**config.mk**
```make
export PLATFORM = sky130hd
export DESIGN_NAME = fcs_flash_config
export DESIGN_NICKNAME = d
export VERILOG_FILES = /design/src/pkg/fcs_pkg.sv /design/src/verilog/fcs_flash_config.sv /design/src/verilog/fcs_clk_div.sv /design/src/verilog/fcs_key_cmp.sv
export SDC_FILE = /design/constraint.sdc
export NUM_CORES = 1
export LEC_CHECK = 0
export ABC_CLOCK_PERIOD_IN_PS = 2200
export BUFFER_PORTS_ARGS = -buffer_cell sky130_fd_sc_hd__buf_2
export CORE_AREA = 2 2 137 139
export DETAILED_ROUTE_END_ITERATION = 8
export DIE_AREA = 0 0 139 141
export PLACE_DENSITY_LB_ADDON = 0.12
export SLEW_MARGIN = 20
export SYNTH_ARGS = -nofsm -noshare
export SYNTH_HDL_FRONTEND = slang
export SYNTH_SLANG_ARGS = --single-unit
```
**constraint.sdc**
```tcl
create_clock -name aclk -period 2.2 [get_ports aclk]
set_clock_uncertainty 0.2 [all_clocks]
set_input_delay 0.22 -clock aclk [delete_from_list [all_inputs] [get_ports aclk]]
set_output_delay 0.22 -clock aclk [all_outputs]
set_load 0.01 [all_outputs]
```
**src/pkg/fcs_pkg.sv**
```systemverilog
// Purpose: Shared constants and types for the flash clock/security config block
// Assumes: 20 MHz bus clock, AXI4-Lite register access with 32-bit data
// Notes: Register offsets are byte addresses, one aligned word per register
package fcs_pkg;
    localparam int unsigned FCS_ADDR_W = 8;
    localparam logic [7:0] FCS_OFS_RATIO = 8'h00;
    localparam logic [7:0] FCS_OFS_OPTION = 8'h04;
    localparam logic [7:0] FCS_OFS_CONFIG = 8'h08;
    localparam logic [1:0] FCS_RESP_OKAY = 2'h0;
    localparam logic [1:0] FCS_RESP_SLVERR = 2'h2;

    // Clock ratio register layout
    localparam logic [7:0] FCS_RATIO_RESET = 8'h00;
    localparam int unsigned FCS_RATIO_LOADED_BIT = 7;
    localparam int unsigned FCS_PRESCALE_BIT = 6;
    localparam int unsigned FCS_DIV_W = 6;
    localparam logic [6:0] FCS_RATIO_WR_MASK = 7'h7f;

    // Option register layout
    localparam int unsigned FCS_KEY_ENABLE_BIT = 7;
    localparam int unsigned FCS_NORED_BIT = 6;
    localparam logic [7:0] FCS_OPT_USED_MASK = 8'hc3;
    localparam logic [1:0] FCS_SEC_UNSECURED = 2'h2;

    // Configuration register layout
    localparam logic [7:0] FCS_CFG_RESET = 8'h00;
    localparam logic [7:0] FCS_CFG_RW_MASK = 8'he0;
    localparam int unsigned FCS_KEY_ACCESS_BIT = 5;

    // Prescaler and divider
    localparam int unsigned FCS_PRE_W = 3;
    localparam logic [FCS_PRE_W-1:0] FCS_PRE_LAST = 3'h7;
    localparam int unsigned FCS_PERIOD_W = 10;
    localparam logic [FCS_PERIOD_W-1:0] FCS_PRESCALE_FACTOR = 10'h008;

    // Backdoor key locations
    localparam logic [15:0] FCS_KEY_BASE = 16'hffb0;
    localparam logic [12:0] FCS_KEY_BASE_HI = 13'h1ff6;
    localparam int unsigned FCS_KEY_BYTES = 8;
    localparam int unsigned FCS_KEY_IDX_W = 3;
    localparam logic [3:0] FCS_KEY_COUNT = 4'h8;

    // Flash timing pulse window, as bus cycles per flash clock
    localparam int unsigned FCS_BUS_PERIOD_NS = 50;
    localparam int unsigned FCS_PULSE_MIN_NS = 5000;
    localparam int unsigned FCS_PULSE_MAX_NS = 6700;
    localparam logic [FCS_PERIOD_W-1:0] FCS_PULSE_MIN_CYC =
        FCS_PERIOD_W'((FCS_PULSE_MIN_NS + FCS_BUS_PERIOD_NS - 1) / FCS_BUS_PERIOD_NS);
    localparam logic [FCS_PERIOD_W-1:0] FCS_PULSE_MAX_CYC =
        FCS_PERIOD_W'(FCS_PULSE_MAX_NS / FCS_BUS_PERIOD_NS);

    typedef struct packed {
        logic valid;
        logic [15:0] addr;
        logic [7:0] data;
        logic secure_src;
        logic debug_src;
    } fcs_mem_wr_t;

    typedef struct packed {
        logic start;
        logic [15:0] addr;
        logic [7:0] data;
    } fcs_cmd_t;
endpackage

```
**src/verilog/fcs_flash_config.sv**
```systemverilog
// Purpose: Flash clock ratio, option copy, config and security control
// Assumes: AXI4-Lite slave on aclk, nonvolatile inputs stable around reset
// Notes: CPU flash writes arrive on a same-clock port; outputs are registered
// How it works
// Ratio low bits accept only first write
// Loaded flag set by first ratio write
// Erase and program blocked until flag set
// Prescale bit selects bus or bus/8
// Divider divides by field plus one
// Software keeps flash clock 150-200 kHz
// Timing pulse is one flash clock cycle
// Recommended ratio settings for bus rates
// Option byte copied in during reset
// Option bits 5..2 read zero
// Option register read-only, writes ignored
// Key disabled or debug source cannot unlock
// Eight ordered matching bytes unsecure device
// Redirection disable bit turns redirection off
// Only code 1:0 means unsecured
// Secure blocks unsecured source memory access
// Key match or blank check sets 1:0
// Config bits 7..5 rw, rest zero
// Key access steers key-location writes
// Clearing key access triggers key compare
// Early erase/program sets access error
// Divider is counter emitting tick enable
//
// Local design decisions: the AXI4-Lite slave port and the register addresses.
module fcs_flash_config (
    input wire logic aclk,
    input wire logic aresetn,
    input wire logic [fcs_pkg::FCS_ADDR_W-1:0] s_axi_awaddr,
    input wire logic s_axi_awvalid,
    output logic s_axi_awready,
    input wire logic [31:0] s_axi_wdata,
    input wire logic [3:0] s_axi_wstrb,
    input wire logic s_axi_wvalid,
    output logic s_axi_wready,
    output logic [1:0] s_axi_bresp,
    output logic s_axi_bvalid,
    input wire logic s_axi_bready,
    input wire logic [fcs_pkg::FCS_ADDR_W-1:0] s_axi_araddr,
    input wire logic s_axi_arvalid,
    output logic s_axi_arready,
    output logic [31:0] s_axi_rdata,
    output logic [1:0] s_axi_rresp,
    output logic s_axi_rvalid,
    input wire logic s_axi_rready,
    input wire logic [7:0] nonvolatile_option_byte,
    input wire logic [8*fcs_pkg::FCS_KEY_BYTES-1:0] backdoor_key_bytes,
    input wire fcs_pkg::fcs_mem_wr_t cpu_wr,
    input wire logic blank_check_pass,
    output logic flash_tick,
    output logic ratio_loaded_flag,
    output logic fclk_range_ok,
    output fcs_pkg::fcs_cmd_t flash_cmd,
    output logic access_error_flag,
    output logic mcu_secure,
    output logic vector_redirect_en,
    output logic key_unlock
);
    // Address decode shared by read and write paths
    function automatic logic [2:0] reg_sel(input logic [fcs_pkg::FCS_ADDR_W-1:0] a);
        reg_sel = {a == fcs_pkg::FCS_OFS_CONFIG,
                   a == fcs_pkg::FCS_OFS_OPTION,
                   a == fcs_pkg::FCS_OFS_RATIO};
    endfunction

    function automatic logic in_key_range(input logic [15:0] a);
        in_key_range = (a[15:fcs_pkg::FCS_KEY_IDX_W] == fcs_pkg::FCS_KEY_BASE_HI);
    endfunction

    // Register state
    logic [6:0] ratio_q;
    logic loaded_q;
    logic [7:0] opt_q;
    logic [1:0] sec_code_q;
    logic [7:0] cfg_q;
    logic key_access_prev_q;

    // AXI state
    logic aw_full_q;
    logic [fcs_pkg::FCS_ADDR_W-1:0] aw_addr_q;
    logic w_full_q;
    logic [7:0] w_data_q;
    logic w_lane_q;

    // Write channel handshakes
    wire aw_take = s_axi_awvalid && s_axi_awready;
    wire w_take = s_axi_wvalid && s_axi_wready;
    wire do_write = aw_full_q && w_full_q && !s_axi_bvalid;
    wire aw_full_d = (aw_full_q || aw_take) && !do_write;
    wire w_full_d = (w_full_q || w_take) && !do_write;
    wire bvalid_d = do_write || (s_axi_bvalid && !s_axi_bready);

    wire [2:0] wsel = reg_sel(aw_addr_q);
    wire wr_hit = |wsel;
    wire wr_lane = do_write && w_lane_q;
    wire ratio_wr = wr_lane && wsel[0];
    wire cfg_wr = wr_lane && wsel[2];

    // Read channel handshakes
    wire ar_take = s_axi_arvalid && s_axi_arready;
    wire rvalid_d = ar_take || (s_axi_rvalid && !s_axi_rready);
    wire [2:0] rsel = reg_sel(s_axi_araddr);

    // Readback values
    wire [7:0] ratio_rd = {loaded_q, ratio_q};
    wire [7:0] opt_rd = {opt_q[7:2], sec_code_q} & fcs_pkg::FCS_OPT_USED_MASK;
    wire [7:0] cfg_rd = cfg_q & fcs_pkg::FCS_CFG_RW_MASK;
    wire [7:0] rd_byte = rsel[0] ? ratio_rd :
                         rsel[1] ? opt_rd :
                         rsel[2] ? cfg_rd : 8'h00;

    // Configuration fields
    wire key_access = cfg_q[fcs_pkg::FCS_KEY_ACCESS_BIT];
    wire prescale_by_eight = ratio_q[fcs_pkg::FCS_PRESCALE_BIT];
    wire [fcs_pkg::FCS_DIV_W-1:0] clock_ratio_field = ratio_q[fcs_pkg::FCS_DIV_W-1:0];
    wire backdoor_key_enable = opt_q[fcs_pkg::FCS_KEY_ENABLE_BIT];
    wire redirection_disable = opt_q[fcs_pkg::FCS_NORED_BIT];
    wire key_arm = key_access && !key_access_prev_q;
    wire key_check = !key_access && key_access_prev_q;

    // CPU write steering
    wire key_loc = cpu_wr.valid && in_key_range(cpu_wr.addr);
    wire src_allowed = !mcu_secure || cpu_wr.secure_src;
    wire key_wr_en = key_loc && key_access && cpu_wr.secure_src && !cpu_wr.debug_src;
    wire cmd_try = cpu_wr.valid && !(key_loc && key_access) && src_allowed;
    wire cmd_ok = cmd_try && loaded_q;
    wire cmd_err = cmd_try && !loaded_q;

    // Security code update
    logic key_match;
    wire unlock_evt = key_match || blank_check_pass;
    wire [1:0] sec_code_d = unlock_evt ? fcs_pkg::FCS_SEC_UNSECURED : sec_code_q;
    wire [1:0] nv_sec = nonvolatile_option_byte[1:0];

    // Flash clock period check in bus cycles
    wire [fcs_pkg::FCS_PERIOD_W-1:0] div_plus_one =
        fcs_pkg::FCS_PERIOD_W'(clock_ratio_field) + 1'b1;
    wire [2*fcs_pkg::FCS_PERIOD_W-1:0] period_wide = prescale_by_eight ?
        div_plus_one * fcs_pkg::FCS_PRESCALE_FACTOR :
        (2*fcs_pkg::FCS_PERIOD_W)'(div_plus_one);
    wire [fcs_pkg::FCS_PERIOD_W-1:0] period = period_wide[fcs_pkg::FCS_PERIOD_W-1:0];
    wire range_ok_d = loaded_q && (period >= fcs_pkg::FCS_PULSE_MIN_CYC) &&
        (period <= fcs_pkg::FCS_PULSE_MAX_CYC);

    // AXI write address holding
    always_ff @(posedge aclk)
    begin
        if (!aresetn)
        begin
            aw_full_q <= 1'b0;
            aw_addr_q <= '0;
            s_axi_awready <= 1'b0;
        end
        else
        begin
            aw_full_q <= aw_full_d;
            s_axi_awready <= !aw_full_d;
            if (aw_take)
            begin
                aw_addr_q <= s_axi_awaddr;
            end
        end
    end

    // AXI write data holding
    always_ff @(posedge aclk)
    begin
        if (!aresetn)
        begin
            w_full_q <= 1'b0;
            w_data_q <= 8'h00;
            w_lane_q <= 1'b0;
            s_axi_wready <= 1'b0;
        end
        else
        begin
            w_full_q <= w_full_d;
            s_axi_wready <= !w_full_d;
            if (w_take)
            begin
                w_data_q <= s_axi_wdata[7:0];
                w_lane_q <= s_axi_wstrb[0];
            end
        end
    end

    // AXI write response
    always_ff @(posedge aclk)
    begin
        if (!aresetn)
        begin
            s_axi_bvalid <= 1'b0;
            s_axi_bresp <= fcs_pkg::FCS_RESP_OKAY;
        end
        else
        begin
            s_axi_bvalid <= bvalid_d;
            if (do_write)
            begin
                s_axi_bresp <= wr_hit ? fcs_pkg::FCS_RESP_OKAY : fcs_pkg::FCS_RESP_SLVERR;
            end
        end
    end

    // AXI read path
    always_ff @(posedge aclk)
    begin
        if (!aresetn)
        begin
            s_axi_arready <= 1'b0;
            s_axi_rvalid <= 1'b0;
            s_axi_rdata <= 32'h0000_0000;
            s_axi_rresp <= fcs_pkg::FCS_RESP_OKAY;
        end
        else
        begin
            s_axi_arready <= !rvalid_d;
            s_axi_rvalid <= rvalid_d;
            if (ar_take)
            begin
                s_axi_rdata <= {24'h00_0000, rd_byte};
                s_axi_rresp <= (|rsel) ? fcs_pkg::FCS_RESP_OKAY : fcs_pkg::FCS_RESP_SLVERR;
            end
        end
    end

    // Clock ratio register, written once after reset
    always_ff @(posedge aclk)
    begin
        if (!aresetn)
        begin
            ratio_q <= fcs_pkg::FCS_RATIO_RESET[6:0];
            loaded_q <= fcs_pkg::FCS_RATIO_RESET[fcs_pkg::FCS_RATIO_LOADED_BIT];
        end
        else if (ratio_wr && !loaded_q)
        begin
            ratio_q <= w_data_q[6:0] & fcs_pkg::FCS_RATIO_WR_MASK;
            loaded_q <= 1'b1;
        end
    end

    // Option copy loads during reset; writes have no path here
    always_ff @(posedge aclk)
    begin
        if (!aresetn)
        begin
            opt_q <= nonvolatile_option_byte & fcs_pkg::FCS_OPT_USED_MASK;
            sec_code_q <= nv_sec;
        end
        else
        begin
            sec_code_q <= sec_code_d;
        end
    end

    // Configuration register
    always_ff @(posedge aclk)
    begin
        if (!aresetn)
        begin
            cfg_q <= fcs_pkg::FCS_CFG_RESET;
            key_access_prev_q <= 1'b0;
        end
        else
        begin
            key_access_prev_q <= key_access;
            if (cfg_wr)
            begin
                cfg_q <= w_data_q & fcs_pkg::FCS_CFG_RW_MASK;
            end
        end
    end

    // Command outputs, one-cycle pulses
    always_ff @(posedge aclk)
    begin
        if (!aresetn)
        begin
            flash_cmd <= '0;
            access_error_flag <= 1'b0;
        end
        else
        begin
            flash_cmd.start <= cmd_ok;
            flash_cmd.addr <= cpu_wr.addr;
            flash_cmd.data <= cpu_wr.data;
            access_error_flag <= cmd_err;
        end
    end

    // Ratio status outputs
    always_ff @(posedge aclk)
    begin
        if (!aresetn)
        begin
            ratio_loaded_flag <= 1'b0;
            fclk_range_ok <= 1'b0;
        end
        else
        begin
            ratio_loaded_flag <= loaded_q;
            fclk_range_ok <= range_ok_d;
        end
    end

    // Security outputs; secure and redirect reset values follow the option byte, unlock resets low
    always_ff @(posedge aclk)
    begin
        if (!aresetn)
        begin
            mcu_secure <= (nv_sec != fcs_pkg::FCS_SEC_UNSECURED);
            vector_redirect_en <= !nonvolatile_option_byte[fcs_pkg::FCS_NORED_BIT];
            key_unlock <= 1'b0;
        end
        else
        begin
            mcu_secure <= (sec_code_d != fcs_pkg::FCS_SEC_UNSECURED);
            vector_redirect_en <= !redirection_disable;
            key_unlock <= key_match;
        end
    end

    fcs_clk_div u_clk_div (
        .aclk(aclk),
        .aresetn(aresetn),
        .run(loaded_q),
        .prescale_by_eight(prescale_by_eight),
        .clock_ratio_field(clock_ratio_field),
        .flash_tick(flash_tick)
    );

    fcs_key_cmp u_key_cmp (
        .aclk(aclk),
        .aresetn(aresetn),
        .arm(key_arm),
        .wr_en(key_wr_en),
        .wr_idx(cpu_wr.addr[fcs_pkg::FCS_KEY_IDX_W-1:0]),
        .wr_data(cpu_wr.data),
        .check(key_check),
        .backdoor_key_enable(backdoor_key_enable),
        .backdoor_key_bytes(backdoor_key_bytes),
        .key_match(key_match)
    );
endmodule

```
**src/verilog/fcs_clk_div.sv**
```systemverilog
// Purpose: Flash timing clock enable from bus clock, optional divide by 8
// Assumes: Single bus clock, synchronous active-low reset
// Notes: Output tick is one bus cycle wide, period (divisor+1)*(1 or 8)
module fcs_clk_div (
    input wire logic aclk,
    input wire logic aresetn,
    input wire logic run,
    input wire logic prescale_by_eight,
    input wire logic [fcs_pkg::FCS_DIV_W-1:0] clock_ratio_field,
    output logic flash_tick
);
    logic [fcs_pkg::FCS_PRE_W-1:0] pre_q;
    logic [fcs_pkg::FCS_DIV_W-1:0] cnt_q;
    wire pre_tick = (pre_q == fcs_pkg::FCS_PRE_LAST);
    wire src_tick = prescale_by_eight ? pre_tick : 1'b1;
    wire reload = src_tick && (cnt_q == '0);

    always_ff @(posedge aclk)
    begin
        if (!aresetn || !run)
        begin
            pre_q <= '0;
            cnt_q <= '0;
            flash_tick <= 1'b0;
        end
        else
        begin
            pre_q <= pre_q + 1'b1;
            flash_tick <= reload;
            if (reload)
            begin
                cnt_q <= clock_ratio_field;
            end
            else if (src_tick)
            begin
                cnt_q <= cnt_q - 1'b1;
            end
        end
    end
endmodule

```
**src/verilog/fcs_key_cmp.sv**
```systemverilog
// Purpose: Capture backdoor key bytes and compare against stored key
// Assumes: Byte writes arrive in ascending index order between arm and check
// Notes: Any out-of-order or extra byte spoils the attempt until next arm
module fcs_key_cmp (
    input wire logic aclk,
    input wire logic aresetn,
    input wire logic arm,
    input wire logic wr_en,
    input wire logic [fcs_pkg::FCS_KEY_IDX_W-1:0] wr_idx,
    input wire logic [7:0] wr_data,
    input wire logic check,
    input wire logic backdoor_key_enable,
    input wire logic [8*fcs_pkg::FCS_KEY_BYTES-1:0] backdoor_key_bytes,
    output logic key_match
);
    logic [7:0] key_q [fcs_pkg::FCS_KEY_BYTES];
    logic [3:0] seq_q;
    logic order_ok_q;
    logic [fcs_pkg::FCS_KEY_BYTES-1:0] byte_eq;

    genvar i;
    generate
        for (i = 0; i < fcs_pkg::FCS_KEY_BYTES; i++)
        begin : g_cmp
            assign byte_eq[i] = (key_q[i] == backdoor_key_bytes[8*i +: 8]);
        end
    endgenerate

    wire in_order = (seq_q < fcs_pkg::FCS_KEY_COUNT) &&
        (wr_idx == seq_q[fcs_pkg::FCS_KEY_IDX_W-1:0]);
    wire all_ok = order_ok_q && (seq_q == fcs_pkg::FCS_KEY_COUNT) && (&byte_eq);

    always_ff @(posedge aclk)
    begin
        if (!aresetn)
        begin
            seq_q <= '0;
            order_ok_q <= 1'b0;
            key_match <= 1'b0;
            for (int k = 0; k < fcs_pkg::FCS_KEY_BYTES; k++)
            begin
                key_q[k] <= 8'h00;
            end
        end
        else
        begin
            key_match <= check && backdoor_key_enable && all_ok;
            if (arm)
            begin
                seq_q <= '0;
                order_ok_q <= 1'b1;
            end
            else if (wr_en)
            begin
                if (in_order)
                begin
                    key_q[wr_idx] <= wr_data;
                    seq_q <= seq_q + 1'b1;
                end
                else
                begin
                    order_ok_q <= 1'b0;
                end
            end
        end
    end
endmodule

```
After elaboration in Yosys (flattened, before gate mapping):

Memory sizes are Yosys's and may differ from the RTL's.
Index checks and enable logic that the tools add are counted.

* input bits: 159
* memories kept: 1
* logic and storage cells: 153
* register bits: 101
* bits in writable memories: 64

Memories
* u_key_cmp.key_q: words 8, width 8, read ports 8, clocked after memory_dff 0, wr ports 8, line fcs_key_cmp.sv:16 `logic [7:0] key_q [fcs_pkg::FCS_KEY_BYTES];`

* $add $sub $neg: 4
* equality and inequality tests: 19
* multiplexer cells: 25
* magnitude comparators: 3
* reductions and logical operators: 66
* bitwise operators: 1

Operators with widths (number)
* $eq 8x8->1: 8
* $mux 8: 4
* $logic_and 1x1->1: 31
* $eq 8x3->1 const B: 2
* $eq 8x4->1 const B: 2
* $logic_not 1->1: 16
* $logic_not 8->1: 2
* $eq 13x13->1 const B: 1
* $mux 1: 13
* $mux 6: 2
* $ge 10x7->1 const B: 1
* $le 10x8->1 const B: 1
* $mux 10: 1
* $mux 2: 4
* $reduce_and 8->1: 1
* $reduce_or 8->1: 1
* $add 6x1->7 const B: 1
* $logic_or 1x1->1: 7
* $logic_not 6->1: 1
* $ne 2x2->1 const B: 3
* $reduce_or 3->1: 2
* $sub 6x1->6 const B: 1
* $add 4x1->4 const B: 1
* $eq 4x4->1 const B: 1
* 9 further kinds: 11

Depth between registers and ports, before layout:

Gate-level depths: netlist of the first run.

* depth after elaboration: 11
* gate-level depth with buffers: 8

Cells and area by module:

From an unflattened synthesis of the first run, not the netlist that was laid out.

* cells, all modules: 687
* area total of the unflattened synthesis: 7185.6 sq um

By module, submodules not included
* fcs_key_cmp: cells an instance 271, area an instance 3447.1 sq um, instances 1
* fcs_flash_config: cells an instance 362, area an instance 3239.4 sq um, instances 1
* fcs_clk_div: cells an instance 54, area an instance 499.2 sq um, instances 1

Worst setup path after synthesis of the first run:

Ideal clock, no wire load.

* path type: reg-to-reg
* from: register cfg_q[5]
* to: memory u_key_cmp.key_q[5][0], enable pin
* arrival: 1.897 ns
* setup slack: -0.281 ns
* stages on the path, launching flop included: 5
* period minus slack after synthesis: 2.481 ns
* path buffers: 0
* cell sequence: dfxtp_1 > nand4b_1 > nor4_4 > nand4b_4 > o21ai_0

RTL lines
* from (decl): line fcs_flash_config.sv:78 `logic [7:0] cfg_q;`
* from (signal assigned): line fcs_flash_config.sv:264 `cfg_q <= fcs_pkg::FCS_CFG_RESET;`
* from (signal assigned): line fcs_flash_config.sv:272 `cfg_q <= w_data_q & fcs_pkg::FCS_CFG_RW_MASK;`
* to (decl): line fcs_key_cmp.sv:16

==> results.toml, run 1 <==
[yosys]
ys_warn_count = 0
yosys-top-cells-area = "edfxtp_1 28%, dfxtp_1 27%, and2_1 8.2%"
yosysMostFrequentCell = "dfxtp_1"
syn_area_mm2 = 0.00712
synth_top_family_by_area = "simple AND/OR/NAND/NOR gates"
ys_types = 48
synthArstFlopShare = 0
synth-edff-count = 66
ys_ff_latch = 161
synth-compound-area-share = 0.0541
muxShareOfSynthArea = 0.0241
synth_area_per_cell_um2 = 10.7
yosys.area.top_type_share = 0.278
synth_area_leader_cell = "edfxtp_1"
synthFlopType = "dfxtp_1"
ys_seq_area_frac = 0.546
synth_fa_ha_area_frac = 0.0105
synth_xor_area_frac = 0.0861
synthCells = 665
yosys-top-cells-count = "95 x dfxtp_1, 93 x and2_1, 66 x edfxtp_1"
synth-simple-area-share = 0.233

[pwr]
vdd_drop_max_uv = 507
p_per_area_mw_per_mm2 = 698
power.leakage_nw = 4.03
p_total_mw = 6.63

[timing]
setup_slack_ps = 62.6
tns_ps = 0
slew_headroom = 0.630
drv_slew = 0
max_freq_mhz = 468
layout_worst_path_cycle_share = 0.972
fin_hold_ws_ps = 17.5
period_minus_slack_ps = 2140
hold_viol = 0
grt_setup_unrepaired = "true"
worstMarginPinSlew_ps = 551
setup_violations = 0

[setup_path]
crit_path_end = "u_key_cmp.key_q[2][4]"
slowest_stage = "dfxtp_4"
path_class = "register to register"
worst_ep_required_time_ps = 2130
arrival_ps = 2060
r2r_setup_slack_ps = 60
crit_start = "u_key_cmp.seq_q[0]"
timing.rr.start = "u_key_cmp.seq_q[0]"
path_max_fanout = 8
cp-start-kind = "register"
rr_endpoint = "u_key_cmp.key_q[2][4]"
worstPathCellList = "xor2_2 -> nor4_4 -> nand4b_4 -> buf_4 -> nor4b_4 -> nand2b_4"
cpPeakStageDelay_ps = 350
critPathCaptureType = "register"
rr_worst_depth = 6

[placement]
gp_congestion = 0.845
dp_hpwl_um = 13400
dp_cells = 1076
place_area_mm2 = 0.00834
port_buffers = 174
dp_slack_ps = -166

[grt]
antenna_found_initial = 0
overflow = 0
grt_max_degree = 43
grt_pass1_wl_um = 28500
grt.total_usage = 0.186
grt_pass1_vias = 5628

[cts]
clock_latency_ps = 420
cts_sinks = 161
htreeDepth = 4
cts_tree = "yes"
clock_tree.buffer_depth = 2
cts_buffers = 17
clock-root-buffer = "clkbuf_16"
clk_pin_slew_worst_paths_ps = 60

[finish]
stdcell_area_mm2 = 0.00949
utilization = 0.520
areaGrowthSynthToFinish_pct = 33.4
antenna_cells = 0
instances_no_fill = 1166
drive_gt1_frac = 0.270
nFillCells = 1674
nNetsFinal = 1084

[die]
die_area_mm2 = 0.0196
die_y_um = 141
die_w_um = 139
io_pins = 232
coreArea_mm2 = 0.0183
start_util = 0.390
row_count = 50

[route]
num_vias = 5588
viasPerCell = 4.79
wl_per_cell_um = 15.8
route.detailed.drc = 0
drt_iter0_drc = 296
drt_first_pass_iters = 5
drt-total-wl_um = 18400
postRouteAntennaNets = 0

[job]
cap_violations = 0

[min_path]
min_path_type = "input pin to register"
hp-start = "cpu_wr[2]"

[run_status]
status = "completed"
worst min path at each step:
stage | to | slack (ps) | depth (start not counted)
2_1_floorplan | vector_redirect_en | 110 | 1
3_3_place_gp | opt_q[7] | 200 | 1
3_5_place_dp | opt_q[7] | 200 | 1
4_1_cts | flash_cmd[0] | 6 | 2
5_1_grt | flash_cmd[0] | 20 | 2
6_report | flash_cmd[0] | 20 | 2
what timing repair did:
action | CTS | global route
hold buffers | 55 | 1
endpoints found under the setup margin | 25 | 60
resized for setup | 1 | 6
hold endpoints to repair | 50 | 1
setup buffers | 2 | 1
pin swaps | 0 | 2
state kept, by name, summed over array words and instances (netlist names), 2 cells and up:
| name | flops |
|---|---|
| sec_code_q | 2 |
| u_clk_div.pre_q | 3 |
| u_key_cmp.seq_q | 4 |
| opt_q | 2 |
| ratio_q | 7 |
| cfg_q | 3 |
| u_clk_div.cnt_q | 6 |
| flash_cmd | 25 |
| s_axi_rdata | 8 |
| u_key_cmp.key_q | 64 |
| aw_addr_q | 8 |
| w_data_q | 8 |
logic make-up after synthesis:
logic type | Yosys count
AOI/OAI and AO/OA | 67
xor gates and xnor gates | 70
adders and majority gates | 6
buffers and inverters | 59
DFF | 161
muxes | 17
other | 1
and+or+nand+nor | 284
cell type report:
cell class | instances | area [um2] | area share
Clock buffer | 21 | 462 | 0.0486
Clock inverter | 11 | 86.3 | 0.00909
Inverter | 10 | 37.5 | 0.00395
Multi-Input combinational cell | 470 | 3060 | 0.322
Sequential cell | 161 | 3890 | 0.410
Tap cell | 234 | 293 | 0.0308
Timing Repair Buffer | 259 | 1670 | 0.176
per-layer routing:
metal	vias up	global-route usage	part of all wire	wire (um)
met5	-	0	0	0
met1	2648	0.219	0.42	7700
met2	168	0.334	0.51	9310
met3	24	0.0428	0.058	1070
met4	0	0.0649	0.017	308
li1	2748	-	-	-
power breakdown:
| group | switching [mW] | internal (mW) | total, mW | leakage, nW |
|---|---|---|---|---|
| logic | 0.313 | 0.296 | 0.610 | 2.30 |
| registers | 0.0572 | 3.20 | 3.26 | 1.46 |
| clock network | 1.15 | 1.61 | 2.76 | 0.269 |
worst max-delay path, delay by kind of cell, from the launching register on:
family | cells | cell delay (ps)
XOR/XNOR | 1 | 150
AND/OR/NAND/NOR | 4 | 940
buffers and inverters | 1 | 200
flip-flops | 1 | 350
cell usage in the layout, fill, tap and decap left out, types with 26 or more instances in the layout:
cell type	netlist	layout
dlygate4sd3_1	0	55
xor2_1	37	35
a21oi_1	36	36
and2_1	93	93
edfxtp_1	66	66
nand2_1	48	48
buf_4	27	28
dfxtp_1	95	92
xnor2_1	33	33
conb_1	1	26
nor2_1	43	43
buf_2	3	173
(Power assumes the default switching activity.)
==> run 2: changes to the inputs <==
- CORE_AREA: 2 2 137 139 -> 2 2 128 130
- CTS_CLUSTER_DIAMETER: not set -> 40
- DIE_AREA: 0 0 139 141 -> 0 0 130 132
==> run 2 against run 1 <==
  * Worst hold slack lost 11 ps
  * Maximum frequency fell by 2.1%
  * Non-clock buffer count rose by 1
  * Routed wire length down 0.91%
  * Die area down 12%
  * Global-route usage grew 3.1 points
  * Largest power group unchanged
==> results.toml, run 2 (synthesis gave the netlist of run 1 again) <==
[route]
drt_first_pass_iters = 5
drt-total-wl_um = 18200
drt_iter0_drc = 256
wl_per_cell_um = 15.9
num_vias = 5609
viasPerCell = 4.88
postRouteAntennaNets = 0
route.detailed.drc = 0

[setup_path]
path_class = "register to register"
cp-start-kind = "register"
crit_path_end = "u_key_cmp.key_q[6][1]"
critPathCaptureType = "register"
worstPathCellList = "xor2_2 -> nor4_4 -> nand4b_4 -> buf_12 -> and4bb_2 -> nand2b_4"
slowest_stage = "nor4_4"
timing.rr.start = "u_key_cmp.seq_q[2]"
arrival_ps = 2110
crit_start = "u_key_cmp.seq_q[2]"
r2r_setup_slack_ps = 20
path_max_fanout = 8
worst_ep_required_time_ps = 2120
cpPeakStageDelay_ps = 340
rr_worst_depth = 6
rr_endpoint = "u_key_cmp.key_q[6][1]"

[pwr]
power.leakage_nw = 4.04
p_per_area_mw_per_mm2 = 694
p_total_mw = 6.63
vdd_drop_max_uv = 550

[grt]
antenna_found_initial = 0
grt_pass1_vias = 5905
grt_use_met2 = 0.374
grt_busiest_layer = "met2"
overflow = 0
grt_pass1_wl_um = 28800
use_met1 = 0.265
grt.total_usage = 0.217
grtUsageMet3 = 0.0450
grt_max_degree = 44

[cts]
clock_tree.buffer_depth = 2
cts_tree = "yes"
htreeDepth = 4
cts_buffers = 17
clock-root-buffer = "clkbuf_16"
cts_sinks = 161
clock_latency_ps = 430
clk_pin_slew_worst_paths_ps = 60

[timing]
grt_setup_unrepaired = "true"
slew_headroom = 0.609
setup_slack_ps = 17.4
max_freq_mhz = 458
worstMarginPinSlew_ps = 582
hold_viol = 0
fin_hold_ws_ps = 6.18
layout_worst_path_cycle_share = 0.992
drv_slew = 0
period_minus_slack_ps = 2180
tns_ps = 0
setup_violations = 0

[die]
coreArea_mm2 = 0.0157
row_count = 46
start_util = 0.453
io_pins = 232
die_y_um = 132
die_area_mm2 = 0.0172
die_w_um = 130

[finish]
areaGrowthSynthToFinish_pct = 34.1
antenna_cells = 0
drive_gt1_frac = 0.275
top_register = "u_key_cmp.key_q"
nFillCells = 1354
reg.largest.list = "u_key_cmp.key_q x64, flash_cmd x25"
mostFrequentLayoutCell = "buf_2"
final_cell_mix = "170 x buf_2, 93 x dfxtp_1, 90 x and2_1"
nNetsFinal = 1085
instances_no_fill = 1149
largest_register_ffs = 64

[placement]
dp_slack_ps = -149
gp_congestion = 0.849
port_buffers = 174
dp_hpwl_um = 12800
dp_cells = 1061

[run_status]
status = "completed"

[min_path]
min_path_type = "input pin to register"

[job]
cap_violations = 0
[run 2: cell types whose count changed in the layout (fill, tap and decap cells not counted), sizes merged]
cell,previous run,this run
dlygate4sd3,55,58
clkinv,8,7
buf,203,201
inv,11,12
clkbuf,21,22
bufinv,1,0
clkinvlp,1,2
dlymetal6s4s,1,0
[run 2: worst max-delay path: cells and delay by family (launching register included)]
kind / cells / cell delay [ps]
buffers and inverters: 1 / 180
XOR/XNOR: 1 / 160
flip-flops: 1 / 330
AND/OR/NAND/NOR: 4 / 1010
[run 2: how the worst min path moves through the flow]
| stage | cells after the start | to | from | slack, ps |
|---|---|---|---|---|
| 6_report | 3 | s_axi_rresp[1] | s_axi_araddr[2] | 6 |
| 5_1_grt | 3 | s_axi_rresp[1] | s_axi_araddr[2] | 50 |
| 4_1_cts | 3 | s_axi_rresp[1] | s_axi_araddr[2] | 2 |
| 3_5_place_dp | 1 | opt_q[7] | nonvolatile_option_byte[7] | 210 |
| 3_3_place_gp | 1 | u_clk_div.pre_q[0] | u_clk_div.pre_q[0] | 210 |
| 2_1_floorplan | 1 | vector_redirect_en | nonvolatile_option_byte[6] | 110 |
[run 2: timing repair]
action                     4_1_cts  5_1_grt
setup endpoints to repair       40       82
hold endpoints to repair        54        0
pin swaps                        1        1
gates cloned                     0        1
buffers inserted                 1        0
hold buffers                    58        0
gates resized for setup          0        8
[run 2: layer usage]
layer  share of wire  up-vias
met5               0        -
met4           0.022        0
met3           0.046       29
met2            0.50      166
met1            0.43     2643
li1                -     2771
[run 2: layout make-up]
class	instances	area, um2	share of cell area
tap	216	270	0.0283
clock buffer	21	472	0.0494
clock inverter	11	80.1	0.00839
sequential	161	3890	0.407
multi-input combinational	470	3070	0.322
timing repair buffer	260	1730	0.181
inverter	10	37.5	0.00393
[run 2: power breakdown]
part | switching [mW] | internal (mW) | total (mW)
Clock | 1.20 | 1.54 | 2.75
Combinational | 0.316 | 0.300 | 0.616
Sequential | 0.0579 | 3.20 | 3.26
Total | 1.58 | 5.05 | 6.63
[run 2: stage by stage]
| step | cell area [um2] | util |
|---|---|---|
| 4_1_cts | 9510 | 0.605 |
| 3_3_place_gp | 8360 | 0.532 |
| 2_1_floorplan | 7260 | - |
| 5_1_grt | 9540 | 0.607 |
| 6_report | 9540 | 0.607 |
| 3_5_place_dp | 8360 | 0.532 |
